**config.mk**
```make
export PLATFORM = sky130hd
export DESIGN_NAME = etsr_top
export DESIGN_NICKNAME = d
export VERILOG_FILES = /design/src/common/etsr_pkg.sv /design/src/etsr_top.sv /design/src/etsr_timer.sv /design/src/etsr_status_mux.sv
export VERILOG_INCLUDE_DIRS = /design/src /design/src/common
export SDC_FILE = /design/constraint.sdc
export NUM_CORES = 1
export LEC_CHECK = 0
export BUFFER_PORTS_ARGS = -buffer_cell sky130_fd_sc_hd__buf_4
export CAP_MARGIN = 20
export CORE_MARGIN = 2
export CORE_UTILIZATION = 50
export CTS_CLUSTER_DIAMETER = 50
export CTS_CLUSTER_SIZE = 25
export DETAILED_ROUTE_END_ITERATION = 7
export GPL_TIMING_DRIVEN = 1
export PLACE_DENSITY = 0.81
export SLEW_MARGIN = 20
export SYNTH_ARGS = -nofsm -noshare
export SYNTH_HDL_FRONTEND = slang
export SYNTH_SLANG_ARGS = --single-unit
```
**constraint.sdc**
```tcl
create_clock -name core_clk_i -period 2.2 [get_ports core_clk_i]
set_input_delay 0.33 -clock core_clk_i [delete_from_list [all_inputs] [get_ports core_clk_i]]
set_output_delay 0.33 -clock core_clk_i [all_outputs]
set_load 0.02 [all_outputs]
```
**src/common/etsr_params.svh**
```systemverilog
// Constants of the erase timer and status report block.
// Assumes a 100 MHz core clock and a 32-bit APB slave port.
// Operation
// - After a sector erase sequence the erase timer flag reads 0 during the acceptance window and 1 once the window has expired.
// - A chip erase starts at once and never opens the acceptance window.
// - Each sector erase taken during the window restarts the whole window.
// - Once the flag is 1 the erase runs and every command except erase suspend is ignored until it ends.
// - While the flag is 0 further sector erase commands are taken and their sectors added to the pending set.
// - Program shows the inverted data bit, a toggling main toggle, fail 0 and busy; erase shows poll 0, both toggles and flag 1.
// - In erase suspend a read in a suspended sector shows poll 1, steady main toggle, fail 0, toggling sector toggle, ready.
// - In erase suspend a read outside the suspended sectors shows array data and ready.
// - The fail bit goes to 1 when a program or erase overruns its internal time limit.
// - While an operation runs each status read flips the main toggle bit, and it stops when the operation ends.
`ifndef ETSR_PARAMS_SVH
`define ETSR_PARAMS_SVH
`define ETSR_CLK_NS 10
`define ETSR_WIN_US 50
`define ETSR_WIN_CYC ((`ETSR_WIN_US * 1000 + `ETSR_CLK_NS - 1) / `ETSR_CLK_NS)
`define ETSR_PROG_LIM 4000
`define ETSR_ERASE_LIM 500000
`define ETSR_NSEC 8
`define ETSR_OFF_CMD 8'h00
`define ETSR_OFF_RADDR 8'h04
`define ETSR_OFF_STAT 8'h08
`define ETSR_OFF_PEND 8'h0C
`define ETSR_OFF_IRQ 8'h10
`define ETSR_OFF_MASK 8'h14
`define ETSR_CMD_SEC_LSB 8
`define ETSR_CMD_DAT_BIT 16
`define ETSR_ST_POLL 7
`define ETSR_ST_TOG 6
`define ETSR_ST_FAIL 5
`define ETSR_ST_TMR 3
`define ETSR_ST_STOG 2
`define ETSR_ST_RDY 8
`define ETSR_IRQ_START 0
`define ETSR_IRQ_DONE 1
`define ETSR_IRQ_FAIL 2
`define ETSR_MASK_RST 3'h0
`define ETSR_RADDR_RST 3'h0
`endif

```
**src/common/etsr_pkg.sv**
```systemverilog
// Types of the erase timer and status report block.
// Assumes nothing beyond a SystemVerilog compiler.
`default_nettype none
package etsr_pkg;
    typedef enum logic [2:0] {
        ST_IDLE = 3'h0,
        ST_WIN = 3'h1,
        ST_ERASE = 3'h3,
        ST_SUSP = 3'h2,
        ST_SPROG = 3'h6,
        ST_PROG = 3'h4,
        ST_FAIL = 3'h5
    } etsr_state_t;
    typedef enum logic [2:0] {
        OP_NOP = 3'h0,
        OP_SERASE = 3'h1,
        OP_CERASE = 3'h2,
        OP_PROG = 3'h3,
        OP_SUSP = 3'h4,
        OP_RESUME = 3'h5,
        OP_RESET = 3'h6
    } etsr_op_t;
endpackage : etsr_pkg
`default_nettype wire

```
**src/etsr_top.sv**
```systemverilog
// Erase timer and status report sequencer with APB register access.
// Assumes an array engine that starts on pulses and reports done.
`include "etsr_params.svh"
`default_nettype none
module etsr_top #(
    parameter int unsigned WIN_CYC = `ETSR_WIN_CYC,
    parameter int unsigned PROG_LIM = `ETSR_PROG_LIM,
    parameter int unsigned ERASE_LIM = `ETSR_ERASE_LIM
) (
    input wire logic core_clk_i,
    input wire logic rst_i,
    input wire logic ce_i,
    input wire logic psel_i,
    input wire logic penable_i,
    input wire logic pwrite_i,
    input wire logic [7:0] paddr_i,
    input wire logic [31:0] pwdata_i,
    output logic [31:0] prdata_o,
    output logic pready_o,
    output logic pslverr_o,
    input wire logic [7:0] array_data_i,
    input wire logic array_done_i,
    output logic erase_start_o,
    output logic prog_start_o,
    output logic erase_hold_o,
    output logic [7:0] erase_sectors_o,
    output logic ready_busy_out_o,
    output logic ready_busy_oe_o,
    output logic irq_o
);
    import etsr_pkg::*;

    function automatic logic hit(input logic [7:0] a, input logic [7:0] o);
        return a == o;
    endfunction : hit

    etsr_state_t st;
    etsr_op_t op;
    logic [7:0] pend;
    logic [2:0] raddr;
    logic [2:0] sec;
    logic [2:0] irq_st;
    logic [2:0] irq_mask;
    logic [23:0] pcnt;
    logic [23:0] ecnt;
    logic [15:0] tmr_cnt;
    logic [7:0] stat_w;
    logic tmr_exp, busy_w, tog, stog, dbit, fail_erase;
    logic setup, acc, mapped, wr, rd, cmd_we, stat_rd, irq_rd;
    logic se_acc, ce_acc, prog_acc, susp_acc, ev_start, ev_done, lim_hit;
    logic sec_hit, op_busy, erase_view;

    // Bus decode; the slave answers in the first access cycle
    assign setup = psel_i & ~penable_i;
    assign acc = psel_i & penable_i;
    assign mapped = hit(paddr_i, `ETSR_OFF_CMD) | hit(paddr_i, `ETSR_OFF_RADDR)
                  | hit(paddr_i, `ETSR_OFF_STAT) | hit(paddr_i, `ETSR_OFF_PEND)
                  | hit(paddr_i, `ETSR_OFF_IRQ) | hit(paddr_i, `ETSR_OFF_MASK);
    assign pready_o = 1'b1;
    assign pslverr_o = acc & ~mapped;
    assign wr = acc & pwrite_i & ce_i;
    assign rd = acc & ~pwrite_i & ce_i;
    assign cmd_we = wr & hit(paddr_i, `ETSR_OFF_CMD);
    assign stat_rd = rd & hit(paddr_i, `ETSR_OFF_STAT);
    assign irq_rd = rd & hit(paddr_i, `ETSR_OFF_IRQ);
    assign op = etsr_op_t'(pwdata_i[2:0]);
    assign sec = pwdata_i[`ETSR_CMD_SEC_LSB +: 3];

    // Command acceptance per state
    assign se_acc = cmd_we && op == OP_SERASE
                 && (st == ST_IDLE || st == ST_WIN);
    assign ce_acc = cmd_we && op == OP_CERASE && st == ST_IDLE;
    assign prog_acc = cmd_we && op == OP_PROG
                   && (st == ST_IDLE || st == ST_SUSP);
    assign susp_acc = cmd_we && op == OP_SUSP && st == ST_ERASE;
    assign op_busy = st == ST_ERASE || st == ST_PROG || st == ST_SPROG;
    assign lim_hit = !array_done_i
        && ((st == ST_ERASE && ecnt == 24'(ERASE_LIM - 1))
         || ((st == ST_PROG || st == ST_SPROG)
          && pcnt == 24'(PROG_LIM - 1)));
    assign ev_start = (st == ST_WIN && tmr_exp && !se_acc) || ce_acc;
    assign ev_done = op_busy && array_done_i;
    assign sec_hit = pend[raddr];
    assign erase_view = st == ST_WIN || st == ST_ERASE || st == ST_SUSP
                     || (st == ST_FAIL && fail_erase);

    etsr_timer #(
        .CYC(WIN_CYC)
    ) u_timer (
        .core_clk_i(core_clk_i),
        .rst_i(rst_i),
        .ce_i(ce_i),
        .restart_i(se_acc),
        .run_i(st == ST_WIN),
        .exp_o(tmr_exp),
        .cnt_o(tmr_cnt)
    );

    etsr_status_mux u_mux (
        .st_i(st),
        .tog_i(tog),
        .stog_i(stog),
        .hit_i(sec_hit),
        .dbit_i(dbit),
        .fail_erase_i(fail_erase),
        .array_i(array_data_i),
        .stat_o(stat_w),
        .busy_o(busy_w)
    );

    // Sequencer
    always_ff @(posedge core_clk_i) begin
        if (rst_i) begin
            st <= ST_IDLE;
        end else if (ce_i) begin
            case (st)
                ST_IDLE: begin
                    if (se_acc) begin
                        st <= ST_WIN;
                    end else if (ce_acc) begin
                        st <= ST_ERASE;
                    end else if (prog_acc) begin
                        st <= ST_PROG;
                    end
                end
                ST_WIN: begin
                    if (tmr_exp && !se_acc) begin
                        st <= ST_ERASE;
                    end
                end
                ST_ERASE: begin
                    if (lim_hit) begin
                        st <= ST_FAIL;
                    end else if (array_done_i) begin
                        st <= ST_IDLE;
                    end else if (susp_acc) begin
                        st <= ST_SUSP;
                    end
                end
                ST_SUSP: begin
                    if (prog_acc) begin
                        st <= ST_SPROG;
                    end else if (cmd_we && op == OP_RESUME) begin
                        st <= ST_ERASE;
                    end
                end
                ST_SPROG: begin
                    if (lim_hit) begin
                        st <= ST_FAIL;
                    end else if (array_done_i) begin
                        st <= ST_SUSP;
                    end
                end
                ST_PROG: begin
                    if (lim_hit) begin
                        st <= ST_FAIL;
                    end else if (array_done_i) begin
                        st <= ST_IDLE;
                    end
                end
                ST_FAIL: begin
                    if (cmd_we && op == OP_RESET) begin
                        st <= ST_IDLE;
                    end
                end
                default: st <= ST_IDLE;
            endcase
        end
    end

    // Pending sector selection, one flip-flop per sector
    for (genvar i = 0; i < `ETSR_NSEC; i++) begin : g_pend
        always_ff @(posedge core_clk_i) begin
            if (rst_i) begin
                pend[i] <= 1'b0;
            end else if (ce_i) begin
                if (ce_acc) begin
                    pend[i] <= 1'b1;
                end else if (se_acc && st == ST_IDLE) begin
                    pend[i] <= (sec == 3'(i));
                end else if (se_acc && sec == 3'(i)) begin
                    pend[i] <= 1'b1;
                end else if ((st == ST_ERASE && ev_done && !lim_hit)
                          || (st == ST_FAIL && cmd_we && op == OP_RESET)) begin
                    pend[i] <= 1'b0;
                end
            end
        end
    end
    assign erase_sectors_o = pend;

    // Internal time limit counters; erase count holds while suspended
    always_ff @(posedge core_clk_i) begin
        if (rst_i) begin
            pcnt <= 24'h000000;
            ecnt <= 24'h000000;
        end else if (ce_i) begin
            if (prog_acc) begin
                pcnt <= 24'h000000;
            end else if (st == ST_PROG || st == ST_SPROG) begin
                pcnt <= pcnt + 24'h000001;
            end
            if (ev_start) begin
                ecnt <= 24'h000000;
            end else if (st == ST_ERASE) begin
                ecnt <= ecnt + 24'h000001;
            end
        end
    end

    // Program data bit and failed operation kind
    always_ff @(posedge core_clk_i) begin
        if (rst_i) begin
            dbit <= 1'b0;
            fail_erase <= 1'b0;
        end else if (ce_i) begin
            if (prog_acc) begin
                dbit <= pwdata_i[`ETSR_CMD_DAT_BIT];
            end
            if (lim_hit) begin
                fail_erase <= (st == ST_ERASE);
            end
        end
    end

    // Toggle bits advance after a status read: main toggle while busy, sector toggle in a pending sector during erase
    always_ff @(posedge core_clk_i) begin
        if (rst_i) begin
            tog <= 1'b0;
            stog <= 1'b0;
        end else if (stat_rd) begin
            if (busy_w) begin
                tog <= ~tog;
            end
            if (erase_view && sec_hit) begin
                stog <= ~stog;
            end
        end
    end

    // Array control and open-drain busy pin
    always_ff @(posedge core_clk_i) begin
        if (rst_i) begin
            erase_start_o <= 1'b0;
            prog_start_o <= 1'b0;
            erase_hold_o <= 1'b0;
            ready_busy_oe_o <= 1'b0;
        end else if (ce_i) begin
            erase_start_o <= ev_start;
            prog_start_o <= prog_acc;
            ready_busy_oe_o <= busy_w;
            if (susp_acc) begin
                erase_hold_o <= 1'b1;
            end else if (st != ST_SUSP && st != ST_SPROG) begin
                erase_hold_o <= 1'b0;
            end
        end
    end
    assign ready_busy_out_o = 1'b0;

    // Registers; read data is captured in the setup cycle
    always_ff @(posedge core_clk_i) begin
        if (rst_i) begin
            raddr <= `ETSR_RADDR_RST;
            irq_mask <= `ETSR_MASK_RST;
            prdata_o <= 32'h00000000;
        end else if (ce_i) begin
            if (wr && hit(paddr_i, `ETSR_OFF_RADDR)) begin
                raddr <= pwdata_i[2:0];
            end
            if (wr && hit(paddr_i, `ETSR_OFF_MASK)) begin
                irq_mask <= pwdata_i[2:0];
            end
            if (setup) begin
                prdata_o <= 32'h00000000;
                if (hit(paddr_i, `ETSR_OFF_RADDR)) begin
                    prdata_o[2:0] <= raddr;
                end
                if (hit(paddr_i, `ETSR_OFF_STAT)) begin
                    prdata_o[7:0] <= stat_w;
                    prdata_o[`ETSR_ST_RDY] <= ~busy_w;
                end
                if (hit(paddr_i, `ETSR_OFF_PEND)) begin
                    prdata_o[10:0] <= {st, pend};
                end
                if (hit(paddr_i, `ETSR_OFF_IRQ)) begin
                    prdata_o[2:0] <= irq_st;
                end
                if (hit(paddr_i, `ETSR_OFF_MASK)) begin
                    prdata_o[2:0] <= irq_mask;
                end
            end
        end
    end

    // Sticky events; a read clears only what it returned, a new set wins
    always_ff @(posedge core_clk_i) begin
        if (rst_i) begin
            irq_st <= 3'h0;
        end else if (ce_i) begin
            irq_st <= (irq_st & ~(irq_rd ? prdata_o[2:0] : 3'h0))
                    | {lim_hit, ev_done && !lim_hit, ev_start};
        end
    end
    assign irq_o = |(irq_st & irq_mask);
endmodule : etsr_top
`default_nettype wire

```
**src/etsr_timer.sv**
```systemverilog
// Acceptance window timer for sector erase.
// Assumes restart and run come from the sequencer in the same clock domain.
`include "etsr_params.svh"
`default_nettype none
module etsr_timer #(
    parameter int unsigned CYC = `ETSR_WIN_CYC
) (
    input wire logic core_clk_i,
    input wire logic rst_i,
    input wire logic ce_i,
    input wire logic restart_i,
    input wire logic run_i,
    output logic exp_o,
    output logic [15:0] cnt_o
);
    assign exp_o = (cnt_o == 16'(CYC - 1));

    always_ff @(posedge core_clk_i) begin
        if (rst_i) begin
            cnt_o <= 16'h0000;
        end else if (ce_i) begin
            if (restart_i) begin
                cnt_o <= 16'h0000;
            end else if (run_i && !exp_o) begin
                cnt_o <= cnt_o + 16'h0001;
            end
        end
    end
endmodule : etsr_timer
`default_nettype wire

```
**src/etsr_status_mux.sv**
```systemverilog
// Builds the status byte and busy level seen by a status read.
// Assumes toggle bits and sector hit are prepared by the sequencer.
`include "etsr_params.svh"
`default_nettype none
module etsr_status_mux (
    input wire etsr_pkg::etsr_state_t st_i,
    input wire logic tog_i,
    input wire logic stog_i,
    input wire logic hit_i,
    input wire logic dbit_i,
    input wire logic fail_erase_i,
    input wire logic [7:0] array_i,
    output logic [7:0] stat_o,
    output logic busy_o
);
    import etsr_pkg::*;

    function automatic logic [7:0] pack(input logic p, input logic t,
                                        input logic f, input logic d3,
                                        input logic d2);
        logic [7:0] s;
        s = 8'h00;
        s[`ETSR_ST_POLL] = p;
        s[`ETSR_ST_TOG] = t;
        s[`ETSR_ST_FAIL] = f;
        s[`ETSR_ST_TMR] = d3;
        s[`ETSR_ST_STOG] = d2;
        return s;
    endfunction : pack

    logic es;
    assign es = hit_i & stog_i;

    always_comb begin
        stat_o = array_i;
        busy_o = 1'b1;
        case (st_i)
            ST_IDLE: busy_o = 1'b0;
            ST_PROG, ST_SPROG: stat_o = pack(~dbit_i, tog_i, 1'b0, 1'b0,
                                             1'b0);
            ST_WIN: stat_o = pack(1'b0, tog_i, 1'b0, 1'b0, es);
            ST_ERASE: stat_o = pack(1'b0, tog_i, 1'b0, 1'b1, es);
            ST_SUSP: begin
                busy_o = 1'b0;
                if (hit_i) begin
                    stat_o = pack(1'b1, tog_i, 1'b0, 1'b0, stog_i);
                end
            end
            ST_FAIL: begin
                if (fail_erase_i) begin
                    stat_o = pack(1'b0, tog_i, 1'b1, 1'b1, es);
                end else begin
                    stat_o = pack(~dbit_i, tog_i, 1'b1, 1'b0, 1'b0);
                end
            end
            default: busy_o = 1'b0;
        endcase
    end
endmodule : etsr_status_mux
`default_nettype wire

```
# Yosys cells after proc, flatten, opt, wreduce, memory -nomap -nowiden
# Index checks and enable logic that the tools add are counted.
dict set report word_totals {
  register_bits 103
  input_bits 55
  output_inout_bits 48
  wordCells 241
}
dict set report classes {
  addsub 3
  n_lt_le_gt_ge 1
  n_eq_ne 36
  mux 60
  bitwise_logic 27
  reduce_logical 90
}
# operator n
set op_table {}
lappend op_table {{$mux 24} 4}
lappend op_table {{$mux 3} 18}
lappend op_table {{$add 24x1->24 const B} 2}
lappend op_table {{$pmux 8 s5} 1}
lappend op_table {{$reduce_and 2->1} 19}
lappend op_table {{$logic_and 1x1->1} 37}
lappend op_table {{$mux 16} 2}
lappend op_table {{$reduce_bool 4->1} 8}
lappend op_table {{$eq 3x3->1 const B} 10}
lappend op_table {{$mux 1} 29}
lappend op_table {{$eq 24x12->1 const B} 1}
lappend op_table {{$eq 24x19->1 const B} 1}
lappend op_table {{$pmux 3 s7} 1}
lappend op_table {{$eq 3x2->1 const B} 6}
lappend op_table {{$add 16x1->16 const B} 1}
lappend op_table {{$eq 16x13->1 const B} 1}
lappend op_table {{$eq 8x4->1 const B} 2}
lappend op_table {{$eq 8x5->1 const B} 2}
lappend op_table {{$mux 8} 2}
lappend op_table {{$and 1x1->1} 11}
lappend op_table {{$logic_or 1x1->1} 11}
lappend op_table {{$mux 11} 1}
lappend op_table {{$eq 3x1->1 const B} 3}
lappend op_table {{$mux 9} 1}
lappend op_table {{20 further kinds} 43}

# Longest topological paths before layout
dict set report depth {
  depth_word 12
  ltp_mapped 9
  ltp_nobuf 7
}

# Hierarchy
# From an unflattened synthesis, not the netlist that was laid out.
dict set report unflattened {
  hier_cells 745
  area_unflattened_um2 6053.3
}
# mod n_inst cells_per_inst area_each_um2 seq_area_each_um2
set by_module_without_submodules {}
lappend by_module_without_submodules {etsr_top 1 587 4799.6 1741.7}
lappend by_module_without_submodules {etsr_timer 1 121 1012.2 320.3}
lappend by_module_without_submodules {etsr_status_mux 1 37 241.5 0.0}

# Worst setup path after synthesis
# Ideal clock, no wire load.
dict set report synth_path {
  kind {input to register}
  from {in paddr_i[2]}
  to {reg u_timer.cnt_o[10]}
  setup_time_ns 0.071
  t_arrival_ns 2.202
  t_required_ns 2.129
  path_slack_ns -0.073
  stages 8
  n_path_buf 2
  path_cell_list {clkbuf_1 or4_1 nor3_2 and2_1 buf_4 o21ai_2 or4_1 a21oi_1}
}
dict set report synth_via {
  elab_chain_len 6
  word_cells_on_any_way 7
  cone_classes {1 x mux; 1 x bitwise; 5 x reduce/logical}
}
# item line
set synth_lines {}
lappend synth_lines {{start, declared} etsr_top.sv:16} ;# input wire logic [7:0] paddr_i,
lappend synth_lines {{$logic_not 8->1 (*)} etsr_top.sv:34} ;# return a == o;
lappend synth_lines {{$and 1x1->1 (*)} etsr_top.sv:63} ;# assign cmd_we = wr & hit(paddr_i, `ETSR_OFF_CMD);
lappend synth_lines {{$logic_and 1x1->1 (*)} etsr_top.sv:70} ;# assign se_acc = cmd_we && op == OP_SERASE
lappend synth_lines {{$logic_and 1x1->1 (*)} etsr_top.sv:71} ;# && (st == ST_IDLE || st == ST_WIN);
lappend synth_lines {{$reduce_bool 2->1 (no line)} n/a}
lappend synth_lines {{$reduce_and 2->1 (no line)} n/a}
lappend synth_lines {{end signal, assigned} etsr_timer.sv:25} ;# cnt_o <= cnt_o + 16'h0001;
lappend synth_lines {{end, declared} etsr_timer.sv:14} ;# output logic [15:0] cnt_o
# Every way passes the cells marked *; elsewhere a longest branch is shown, timed or not.
# A chain may end at the register's enable or synchronous reset.

# Final worst setup path
dict set report layout_path {
  from {reg u_timer.cnt_o[4]}
  to {reg ecnt[19]}
}
dict set report layout_via {
  elab_chain_len 6
  word_cells_on_any_way 7
  cone_classes {1 x eq/ne; 1 x mux; 5 x reduce/logical}
}
# item line
set layout_lines {}
lappend layout_lines {{$eq 16x13->1 (*)} etsr_timer.sv:16} ;# assign exp_o = (cnt_o == 16'(CYC - 1));
lappend layout_lines {{$logic_and 1x1->1 (*) (2 in series)} etsr_top.sv:81} ;# assign ev_start = (st == ST_WIN && tmr_exp && !se_acc) || ce_acc;
lappend layout_lines {{$logic_or 1x1->1 (*)} etsr_top.sv:81}
lappend layout_lines {{$reduce_bool 2->1 (no line)} n/a}
lappend layout_lines {{$reduce_and 2->1 (no line)} n/a}
lappend layout_lines {{end signal, assigned} etsr_top.sv:206} ;# ecnt <= ecnt + 24'h000001;
lappend layout_lines {{end, declared} etsr_top.sv:45} ;# logic [23:0] ecnt;
# Marked as above.

==> qor.txt <==
Status - finished with violations
Violated checks - setup timing
CP peak stage delay - 430 ps
Vias per cell - 6.04
Post-synthesis cell type count - 65
Max IR drop VDD - 0.000466 V
Cell Area, Synth - 5740 um2
Crit Path Class - register to register
PwrDens - 494 nW/um2
ANT nets after route - 0
Post-Synthesis Cells - 717
PnR worst setup slack - -4.33 ps
Fin. Hold Viols - 0
Area delta synth->final - 32.7%
FMAX - 454 MHz
Max cap viols - 0
Sequential area share after synthesis - 0.359
Post-detail-place hpwl - 11900 um
Hold Path Class - primary input to register
Post-route cell area - 7620 um2
Root Driver - clkbuf_16
TritonCTS Buffers - 9
Synthesis-stage register bit count - 103
Area of the core - 11300 um2
Vias - 6104
Final Setup Violations - 1
Hold_buf cts - 0
CTS clk-pin slew, worst paths - 70 ps
Initial antenna violation count - 0
RD Place Congestion - 0.928
# IOs - 103
DR pass1 iterations - 7
First-pass GRT wire length - 27400 um
Starting density of the core - 0.507
Ys Warns - 0
Post-layout min period - 2200 ps
Worst-Margin Slew - 736 ps
Worst skew pair latency - 360 ps
ANT cells - 0
Startpoint Class - register
Initial DRC count - 701
Dpl ws - -677 ps
Clock Tree Buf Depth - 2
Max Clock Skew - 9.66 ps
Pin count of the biggest net entering global routing - 33
Syn Area/Cell - 8.01 um2
Fillcell total - 878
Pwr Total - 0.00377 W
Max-slew headroom - 0.507
Final worst path period share - 1.00
Die Height - 111 um
CP Max Fanout - 8
Tot GR Track Use - 0.266
Crit-path slowest cell - or4_4
Main flop type after synthesis - dfxtp_1
Die Width - 111 um
Row cnt - 39
CTS tree - done
Post-Route WL - 17500 um
Total die area - 12400 um2
Post-synth ARST share - 0
Vias in the first global route - 5661
Worst hold slack - 247 ps
Max-slew violation count - 0
Post-DP Area - 6860 um2
EDFF count, synth - 0
Worst EP required - 2500 ps
Share of layout cells above drive strength 1 - 0.287
Leakage - 2.99 nW
NumNets Final - 921
# DRC - 0
Port Buffers - 54
H-tree lvl count - 3
Gr ovfl total - 0
Worst Path Arrival - 2510 ps
Worst Setup End Kind - register
Wire per inst - 17.3 um
RSZ-0062 raised after global routing - yes
CTS Sinks - 103
Ordered cell list for the critical path - nor4_4 > nand4_1 > a2111oi_4 > o211ai_1 > buf_4 > or4_4 > a21oi_2
==> placed cells by master, fill, tap and decap left out, types with 6 or more instances in the layout <==
master       n
a31oi_1     12
buf_6        6
o2111ai_1   12
nand2_1     68
nand3_1     29
nor2_1      83
and3_1      14
buf_4      163
nand2b_1     7
a21oi_2      9
inv_1       15
o211ai_1    12
nor4_1      10
a21oi_1     27
nor3_1      23
xnor2_1     22
mux2i_1     16
dfxtp_1     98
or3_1       14
nand4_1     19
o21ai_0     23
and2_1       7
clkbuf_16   10
and4_1       8
or4_4        7
conb_1      23
xor2_1      20
==> area by class of cell <==
class / instances / area [um2] / share of cell area
clock inverter: 4 / 45.0 / 0.00591
multi-input combinational: 560 / 3650 / 0.478
tap: 143 / 179 / 0.0235
timing repair buffer: 174 / 1380 / 0.181
sequential: 103 / 2070 / 0.271
inverter: 15 / 56.3 / 0.00739
clock buffer: 12 / 246 / 0.0323
==> what timing repair did <==
item                                    4_1_cts  5_1_grt
endpoints found under the setup margin       29       58
setup buffers                                 8       12
resized for setup                            13       54
gates cloned                                  1        1
pin swaps                                    16       19
==> layer usage <==
layer,vias to the layer above,wire (um),global-route usage
met1,2890,7100,0.328
met3,54,1170,0.0590
met4,0,529,0.0914
met2,288,8670,0.458
li1,2872,-,-
met5,-,0,0
==> per-stage QoR <==
| stage | std cells | TNS (ps) | utilization |
|---|---|---|---|
| CTS | 998 | -161 | 0.641 |
| global placement | 974 | -16770 | 0.606 |
| finish | 1011 | -4.33 | 0.673 |
| floorplan | 738 | -11.5 | - |
| global route | 1011 | -593 | 0.673 |
| detailed placement | 974 | -20010 | 0.606 |
==> sequential cells by signal (all words and copies together), names as in the netlist <==
signal / count
raddr: 3
erase_sectors_o: 8
prog_start_o: 1
stog: 1
prdata_o: 11
ecnt: 24
ready_busy_oe_o: 1
pcnt: 24
irq_mask: 3
u_timer.cnt_o: 16
dbit: 1
st: 3
fail_erase: 1
irq_st: 3
tog: 1
erase_start_o: 1
erase_hold_o: 1
==> cells by family after synthesis <==
family	share of synthesized area
compound gates	0.170
xor+xnor	0.0641
fa+ha+maj	0.00828
buf+inv	0.0667
flops	0.359
mux	0.0377
other cells	0.00131
simple gates	0.293
==> Yosys cell counts (3+ instances only) <==
| master | instances | area share |
|---|---|---|
| mux2i_1 | 16 | 0.028 |
| xor2_1 | 20 | 0.031 |
| nand2_1 | 68 | 0.044 |
| o31ai_1 | 5 | 0.0065 |
| buf_1 | 5 | 0.0033 |
| o211ai_1 | 12 | 0.016 |
| nor2b_1 | 6 | 0.0065 |
| dfxtp_1 | 103 | 0.36 |
| buf_4 | 24 | 0.031 |
| nand3_1 | 29 | 0.025 |
| o2111ai_1 | 12 | 0.018 |
| nand2b_1 | 7 | 0.0076 |
| and2_1 | 8 | 0.0087 |
| nor4bb_1 | 3 | 0.0052 |
| a21oi_1 | 37 | 0.032 |
| ha_1 | 3 | 0.0065 |
| nor2_1 | 85 | 0.056 |
| or3_1 | 14 | 0.015 |
| buf_2 | 9 | 0.0078 |
| a221oi_1 | 5 | 0.0076 |
| clkbuf_1 | 22 | 0.014 |
| xnor2_1 | 22 | 0.034 |
| a32oi_1 | 3 | 0.0046 |
| and3_1 | 16 | 0.017 |
| nor3_1 | 28 | 0.024 |
| o21ai_0 | 26 | 0.023 |
| a211oi_1 | 5 | 0.0065 |
| nor4b_1 | 8 | 0.012 |
| nor4_1 | 12 | 0.013 |
| and4_1 | 8 | 0.012 |
| a31oi_1 | 12 | 0.013 |
| inv_1 | 15 | 0.0098 |
| or4_1 | 9 | 0.012 |
| nand4_1 | 19 | 0.021 |
==> power breakdown <==
| group | switching (W) | leakage [nW] | internal [W] | total [W] |
|---|---|---|---|---|
| logic | 0.000170 | 2.01 | 0.000112 | 0.000282 |
| registers | 0.00000425 | 0.833 | 0.00187 | 0.00187 |
| clock network | 0.000703 | 0.146 | 0.000908 | 0.00161 |
==> path summary, 6_finish.rpt <==
| path | start | endpoint | slack (ps) | cells past startpoint |
|---|---|---|---|---|
| max | u_timer.cnt_o[4] | ecnt[19] | -4 | 7 |
| min | array_data_i[0] | prdata_o[0] | 250 | 3 |
| max reg2reg | u_timer.cnt_o[4] | ecnt[19] | -4 | 7 |
| min reg2reg | prdata_o[10] | prdata_o[10] | 470 | 2 |
==> worst max-delay path: cells and delay by family, from the launching register on <==
| family | cells | cell delay [ps] |
|---|---|---|
| AO/OA/AOI/OAI | 3 | 660 |
| buffers and inverters | 1 | 200 |
| flip-flops | 1 | 340 |
| AND/OR/NAND/NOR | 3 | 960 |
Note: power is estimated with default switching activity, not from simulation.
